**src/vps_pkg.sv**
```systemverilog
// Constants for the virtual PHY basic status register
package vps_pkg;
    // Memory-mapped byte offset and serial management index of the register
    localparam logic [8:0] VPS_STATUS_OFFSET = 9'h1c4;
    localparam logic [4:0] VPS_STATUS_INDEX = 5'h01;
    localparam logic [4:0] VPS_FIRST_INDEX = 5'h00;
    localparam logic [4:0] VPS_LAST_INDEX = 5'h06;

    // Bit positions inside the 16-bit status value
    localparam int VPS_BIT_EXT_CAP = 0;
    localparam int VPS_BIT_JABBER = 1;
    localparam int VPS_BIT_LINK_UP = 2;
    localparam int VPS_BIT_AN_ABLE = 3;
    localparam int VPS_BIT_REMOTE_FAULT = 4;
    localparam int VPS_BIT_AN_DONE = 5;
    localparam int VPS_BIT_EXT_STATUS = 8;
    localparam int VPS_BIT_10T_HD = 11;
    localparam int VPS_BIT_10T_FD = 12;
    localparam int VPS_BIT_100X_HD = 13;
    localparam int VPS_BIT_100X_FD = 14;
    localparam int VPS_BIT_100T4 = 15;

    // Fixed part of the status value; auto-negotiation complete and link up are merged in
    localparam logic [15:0] VPS_STATUS_FIXED = 16'h7809;
    localparam logic [15:0] VPS_PAD_ZERO = 16'h0000;

    // Emulated auto-negotiation run time after reset or restart
    localparam int VPS_CLK_PERIOD_NS = 40;
    localparam int VPS_AN_SETTLE_NS = 1000;
    localparam int VPS_AN_SETTLE_CYC_INT =
        (VPS_AN_SETTLE_NS + VPS_CLK_PERIOD_NS - 1) / VPS_CLK_PERIOD_NS;
    localparam logic [5:0] VPS_AN_SETTLE_CYC = 6'(VPS_AN_SETTLE_CYC_INT);
    localparam logic [5:0] VPS_CNT_ZERO = 6'h00;
    localparam logic [5:0] VPS_CNT_ONE = 6'h01;

    typedef enum logic [0:0] {
        VPS_AN_RUN,
        VPS_AN_COMPLETE
    } vps_an_state_t;
endpackage : vps_pkg

```
**src/vps_status.sv**
```systemverilog
// Virtual PHY basic status register with memory-mapped and serial read ports
// How it works
// - Jabber bit 1 always reads 0.
// - Extended capability bit 0 reads 1.
// - No remote fault; link always up.
// - Only management registers 0 to 6 exist.
// - 32-bit form pads 31:16; serial 16 bits.
// - Only 100BASE-X, 10BASE-T abilities; others 0.
// - Extended status / gigabit bit reads 0.
// - AN complete clears on reset, sets later.
// - Bit 2 link status, resets to 1.
`timescale 1ns/10ps
`default_nettype none
module vps_status (
    input wire logic CORE_CLK_I,
    input wire logic RESET_N_I,
    input wire logic AN_RESTART_I,
    input wire logic CSR_RD_I,
    input wire logic CSR_WR_I,
    input wire logic [8:0] CSR_ADDR_I,
    output logic [31:0] CSR_RDATA_O,
    output logic CSR_ACK_O,
    output logic CSR_HIT_O,
    input wire logic MII_RD_I,
    input wire logic [4:0] MII_REG_I,
    output logic [15:0] MII_RDATA_O,
    output logic MII_RVALID_O,
    output logic MII_IMPL_O,
    output logic AN_DONE_O
);
    vps_pkg::vps_an_state_t an_state_ff;
    vps_pkg::vps_an_state_t nxt_an_state;
    logic [5:0] an_cnt_ff;
    logic [5:0] nxt_an_cnt;
    logic an_done;
    wire logic [15:0] status_val;

    // Emulated negotiation: no link partner, so it simply completes after a delay
    always_comb begin
        nxt_an_state = an_state_ff;
        nxt_an_cnt = an_cnt_ff;
        case (an_state_ff)
            vps_pkg::VPS_AN_RUN: begin
                if (an_cnt_ff == vps_pkg::VPS_CNT_ONE) begin
                    nxt_an_state = vps_pkg::VPS_AN_COMPLETE;
                    nxt_an_cnt = vps_pkg::VPS_CNT_ZERO;
                end else begin
                    nxt_an_cnt = an_cnt_ff - vps_pkg::VPS_CNT_ONE;
                end
            end
            vps_pkg::VPS_AN_COMPLETE: begin
                nxt_an_cnt = vps_pkg::VPS_CNT_ZERO;
            end
            default: begin
                nxt_an_state = vps_pkg::VPS_AN_RUN;
                nxt_an_cnt = vps_pkg::VPS_AN_SETTLE_CYC;
            end
        endcase
        if (AN_RESTART_I) begin
            nxt_an_state = vps_pkg::VPS_AN_RUN;
            nxt_an_cnt = vps_pkg::VPS_AN_SETTLE_CYC;
        end
    end

    always_ff @(posedge CORE_CLK_I) begin
        if (!RESET_N_I) begin
            an_state_ff <= vps_pkg::VPS_AN_RUN;
            an_cnt_ff <= vps_pkg::VPS_AN_SETTLE_CYC;
        end else begin
            an_state_ff <= nxt_an_state;
            an_cnt_ff <= nxt_an_cnt;
        end
    end

    assign an_done = (an_state_ff == vps_pkg::VPS_AN_COMPLETE);

    // One cell per status bit; only AN complete is live, the rest are tied
    for (genvar b = 0; b < 16; b++) begin : g_status_bit
        if (b == vps_pkg::VPS_BIT_AN_DONE) begin : g_an_done
            assign status_val[b] = an_done;
        end else if (b == vps_pkg::VPS_BIT_LINK_UP) begin : g_link_up
            // No link partner to lose, so the link never drops
            assign status_val[b] = 1'b1;
        end else if (b == vps_pkg::VPS_BIT_REMOTE_FAULT) begin : g_no_fault
            assign status_val[b] = 1'b0;
        end else if (b == vps_pkg::VPS_BIT_JABBER) begin : g_no_jabber
            assign status_val[b] = 1'b0;
        end else if (b == vps_pkg::VPS_BIT_EXT_CAP) begin : g_ext_cap
            assign status_val[b] = 1'b1;
        end else if (b == vps_pkg::VPS_BIT_10T_HD ||
                     b == vps_pkg::VPS_BIT_10T_FD ||
                     b == vps_pkg::VPS_BIT_100X_HD ||
                     b == vps_pkg::VPS_BIT_100X_FD) begin : g_ability
            assign status_val[b] = vps_pkg::VPS_STATUS_FIXED[b];
        end else if (b == vps_pkg::VPS_BIT_AN_ABLE) begin : g_an_able
            assign status_val[b] = vps_pkg::VPS_STATUS_FIXED[b];
        end else if (b == vps_pkg::VPS_BIT_EXT_STATUS) begin : g_no_ext_status
            assign status_val[b] = 1'b0;
        end else if (b == vps_pkg::VPS_BIT_100T4) begin : g_no_t4
            assign status_val[b] = 1'b0;
        end else begin : g_reserved
            // Reserved bits between the abilities read zero
            assign status_val[b] = vps_pkg::VPS_STATUS_FIXED[b];
        end
    end

    // Memory-mapped port: acknowledge one cycle after any request
    logic csr_req;
    logic csr_sel;
    logic csr_rd_hit;
    logic csr_rd_miss;
    logic [31:0] csr_word;

    // Registered replies
    logic [31:0] csr_rdata_ff;
    logic [31:0] nxt_csr_rdata;
    logic csr_ack_ff;
    logic nxt_csr_ack;
    logic csr_hit_ff;
    logic nxt_csr_hit;

    always_comb begin
        csr_req = CSR_RD_I | CSR_WR_I;
        csr_sel = (CSR_ADDR_I == vps_pkg::VPS_STATUS_OFFSET);
        csr_rd_hit = CSR_RD_I & csr_sel;
        csr_rd_miss = CSR_RD_I & ~csr_sel;
        // Upper half is padding and always reads zero
        csr_word = {vps_pkg::VPS_PAD_ZERO, status_val};
        // Writes are acknowledged but change nothing: the register is read-only
        nxt_csr_ack = csr_req;
        nxt_csr_hit = csr_req & csr_sel;
        // Read data holds between reads, so a late host still sees it
        nxt_csr_rdata = csr_rdata_ff;
        if (csr_rd_hit) begin
            nxt_csr_rdata = csr_word;
        end else if (csr_rd_miss) begin
            // Unmapped offsets read zero rather than stale data
            nxt_csr_rdata = {vps_pkg::VPS_PAD_ZERO, vps_pkg::VPS_PAD_ZERO};
        end
    end

    always_ff @(posedge CORE_CLK_I) begin
        if (!RESET_N_I) begin
            csr_rdata_ff <= 32'h00000000;
            csr_ack_ff <= 1'b0;
            csr_hit_ff <= 1'b0;
        end else begin
            csr_rdata_ff <= nxt_csr_rdata;
            csr_ack_ff <= nxt_csr_ack;
            csr_hit_ff <= nxt_csr_hit;
        end
    end

    // Serial port: same timing, 16-bit value only
    wire logic [31:0] mii_impl_map;
    logic mii_sel;
    logic mii_in_range;
    logic mii_rd_hit;
    logic mii_rd_miss;

    // Registered replies
    logic [15:0] mii_rdata_ff;
    logic [15:0] nxt_mii_rdata;
    logic mii_rvalid_ff;
    logic nxt_mii_rvalid;
    logic mii_impl_ff;
    logic nxt_mii_impl;

    // One flag per management index; only the basic set is present
    for (genvar r = 0; r < 32; r++) begin : g_impl_map
        if (r <= vps_pkg::VPS_LAST_INDEX) begin : g_present
            assign mii_impl_map[r] = 1'b1;
        end else begin : g_absent
            assign mii_impl_map[r] = 1'b0;
        end
    end

    always_comb begin
        mii_sel = (MII_REG_I == vps_pkg::VPS_STATUS_INDEX);
        mii_in_range = mii_impl_map[MII_REG_I];
        mii_rd_hit = MII_RD_I & mii_sel;
        mii_rd_miss = MII_RD_I & ~mii_sel;
        nxt_mii_rvalid = MII_RD_I;
        nxt_mii_impl = MII_RD_I & mii_in_range;
        nxt_mii_rdata = mii_rdata_ff;
        if (mii_rd_hit) begin
            // Serial form carries only the low 16 bits
            nxt_mii_rdata = status_val;
        end else if (mii_rd_miss) begin
            // Other registers of the set are served outside this block
            nxt_mii_rdata = vps_pkg::VPS_PAD_ZERO;
        end
    end

    always_ff @(posedge CORE_CLK_I) begin
        if (!RESET_N_I) begin
            mii_rdata_ff <= 16'h0000;
            mii_rvalid_ff <= 1'b0;
            mii_impl_ff <= 1'b0;
        end else begin
            mii_rdata_ff <= nxt_mii_rdata;
            mii_rvalid_ff <= nxt_mii_rvalid;
            mii_impl_ff <= nxt_mii_impl;
        end
    end

    // Replies come straight from registers
    assign CSR_RDATA_O = csr_rdata_ff;
    assign CSR_ACK_O = csr_ack_ff;
    assign CSR_HIT_O = csr_hit_ff;

    assign MII_RDATA_O = mii_rdata_ff;
    assign MII_RVALID_O = mii_rvalid_ff;
    assign MII_IMPL_O = mii_impl_ff;

    assign AN_DONE_O = an_done;
endmodule : vps_status
`default_nettype wire

```
**config.mk**
```make
export PLATFORM = sky130hd
export DESIGN_NAME = vps_status
export DESIGN_NICKNAME = d
export VERILOG_FILES = /design/src/vps_pkg.sv /design/src/vps_status.sv
export SDC_FILE = /design/constraint.sdc
export NUM_CORES = 1
export LEC_CHECK = 0
export BUFFER_PORTS_ARGS = -buffer_cell sky130_fd_sc_hd__buf_2
export CORE_ASPECT_RATIO = 1.2
export CORE_MARGIN = 1.5
export CORE_UTILIZATION = 39
export CTS_CLUSTER_DIAMETER = 40
export DETAILED_ROUTE_END_ITERATION = 8
export GPL_ROUTABILITY_DRIVEN = 1
export PLACE_DENSITY = 0.78
export SLEW_MARGIN = 5
export SYNTH_ARGS = -nofsm -noshare
export SYNTH_HDL_FRONTEND = slang
export SYNTH_SLANG_ARGS = --single-unit
```
**constraint.sdc**
```tcl
create_clock -name CORE_CLK_I -period 1.5 [get_ports CORE_CLK_I]
set_clock_uncertainty 0.05 [all_clocks]
set_input_delay 0.3 -clock CORE_CLK_I [delete_from_list [all_inputs] [get_ports CORE_CLK_I]]
set_output_delay 0.3 -clock CORE_CLK_I [all_outputs]
set_load 0.02 [all_outputs]
```
==> impl_results.md <==
- Final Max Slew Viols: 0
- Sequential share of the synthesized area: 30.8%
- Mean Syn Cell Area: 8.85 sq um
- Vias in the first global route: 617
- Period minus WS final: 1370 ps
- Worst path bufs/invs: 1
- Peak Freq: 0.730 GHz
- Core area: 0.00233 sq mm
- Total via count in the routed design: 736
- Total die area: 0.00281 sq mm
- Fillers: 238
- Top post-synthesis cells by count: 44 x buf_4, 15 x dfxtp_1, 5 x nand2_1, 5 x nand3_1, 4 x nor2_1
- Setup Slack @ Placement: 188 ps
- Setup violators final: 0
- Worst hold path type: input pin to flip-flop
- Num CTS Buffers: 3
- I/O pins: 73
- Final ANT Viol Nets: 0
- Synth area leader: buf_4
- NetSw: 0.248 mW
- Combinational share of power: 19.2%
- Critical Path RT: 1150 ps
- Top cells by area, synth: buf_4 34%, dfxtp_1 31%, nor3_2 3.1%
- Post-Syn Area: 973 sq um
- DIE HEIGHT: 57.7 microns
- Max-Cap Viols: 0
- Crit end category: primary output
- Status: finished clean
- CTS tree: yes
- PD cells: 778 mW/mm^2
- Clock root buffer: clkbuf_4
- Yosys warns: 0
- Starting Density: 41.8%
- CP max stage cell: dfxtp_1
- Ratio of cells with drive above 1 in the final layout: 36.4%
- Tcrit/Tclk final: 91.3%
- IO Port Bufs: 40
- Wire length per cell: 9.54 microns
- Top delay family on crit path: flip-flops
- P_int: 0.546 mW
- Count leader, synth: buf_4
- Final #Nets: 163
- Distinct cells, synth: 28
- Setup CP Type: flip-flop to primary output
- CP arrival: 1020 ps
- Clock Latency Late Sink: 280 ps
- RSZ-0062 raised after global routing: false
- Setup crit start kind: flip-flop
- R2r setup slk: 140 ps
- Max IR drop VDD: 0.000301 V
- Initial antenna violation count: 0
- # diodes: 0
- CTS Hold Buffers Added: 0
- Area taken by multi-input logic gates: 447 sq um
- H-tree depth: 1
- Half-perimeter wire length after placement: 1320 microns
- Num Clock Sinks: 15
- Pin count of the biggest net entering global routing: 12
- Slowest stage delay, CP: 500 ps
- Clk network pwr share: 28.8%
- FP Rows: 19
- First-pass GRT wire length: 2520 microns
- Seq pwr share: 52.0%
- Most used DFF post-synth: dfxtp_1
- Seq cells post-synth: 15
- Vias/cell: 4.30
- Resized Gates After CTS: 0
- CTS max path bufs: 2
- Number of remaining DRC errors: 0
- Total overflow reported by the global router: 0
- Hold Vio Cnt, Final: 0
- Synth Instances: 110
- CTS clock-pin slew for the worst setup and hold paths: 90 ps
- GRT Total Usage: 12.1%
- Total iterations of the first detailed-routing run: 4
- Sw frac: 31.3%
- Synthesis-to-layout area growth: 4.88%
- Post-route setup slack: 130 ps
- Post-synth top area share: 33.9%
- Die width: 48.6 microns
- Final GP Congestion: 0.680
- Drt total wl: 1630 microns
- 1st-iter DRT viols: 9
- Post-synth EDFFs: 0
- Asr flop ratio synth: 0%
- Max Fanout on Critical Path: 7
- Setup Fix Bufs, Post-CTS: 0
- Sum Neg Setup Slack: 0 ps
- Storage element area: 300 sq um
- Crit path cell chain: buf_2
- Leak: 0.528 nW
## through the flow
stage          cell area, sq um  hold slack [ps]  util (%)  power [mW]  instances
6_report                   1020              176      43.8       0.794        171
5_1_grt                    1020              165      43.8       0.853        171
4_1_cts                    1020              172      43.8       0.799        171
3_5_place_dp                993              416      42.6       0.572        167
3_3_place_gp                993              404      42.6       0.571        167
2_1_floorplan              1090              344         -       0.600        141
## placed cells by master (no fill, tap or decap), types with 3 or more instances in the layout
cell type	count
nor3_2	3
conb_1	32
buf_2	40
o22ai_1	3
nor2_1	4
nand3_1	5
nand2_1	5
nor3_1	3
dfxtp_1	15
clkbuf_4	3
## power groups by stage
stage          Sequential, mW  Combinational [mW]  Clock (mW)
2_1_floorplan           0.427               0.173           0
3_3_place_gp            0.422               0.149           0
3_5_place_dp            0.423               0.150           0
4_1_cts                 0.413               0.151       0.234
5_1_grt                 0.415               0.166       0.272
6_report                0.413               0.152       0.229
## state kept, by name (all words and copies together) (netlist names)
name and cells:
MII_IMPL_O 1, CSR_HIT_O 1, MII_RDATA_O 2, MII_RVALID_O 1
an_cnt_ff 6, CSR_ACK_O 1, CSR_RDATA_O 2, AN_DONE_O 1
## per-layer routing
| layer | GRT usage (%) | up-vias | wire, microns |
|---|---|---|---|
| li1 | - | 348 | - |
| met1 | 10.3 | 318 | 519 |
| met5 | 0 | - | 0 |
| met2 | 22.5 | 65 | 824 |
| met4 | 11.0 | 0 | 57 |
| met3 | 3.61 | 5 | 231 |
## cells by family (layout without fill, tap and decap cells)
kind of cell | after synthesis | count (layout) | synth area share (%)
AO/OA/AOI/OAI | 11 | 11 | 9.25
AND/OR/NAND/NOR | 32 | 32 | 19.9
other | 1 | 32 | 0.385
buffers and inverters | 47 | 46 | 35.2
XOR/XNOR | 2 | 2 | 1.80
adder cells (fa/ha/maj) | 2 | 2 | 2.57
flip-flops | 15 | 15 | 30.8
## final timing paths
kind | start | endpoint | cells past startpoint
setup / recovery | AN_DONE_O | AN_DONE_O | 1
hold / removal | MII_RD_I | MII_RDATA_O[5] | 2
setup reg to reg | an_cnt_ff[0] | an_cnt_ff[4] | 4
hold reg to reg | CSR_RDATA_O[5] | CSR_RDATA_O[5] | 2
## final cells by class
| class | instances | area share, % |
|---|---|---|
| Tap cell | 31 | 3.80 |
| Inverter | 2 | 0.735 |
| Clock inverter | 1 | 0.490 |
| Multi-Input combinational cell | 79 | 43.7 |
| Clock buffer | 3 | 2.21 |
| Timing Repair Buffer | 40 | 19.6 |
| Sequential cell | 15 | 29.4 |
Note: power is estimated with default switching activity, not from simulation.
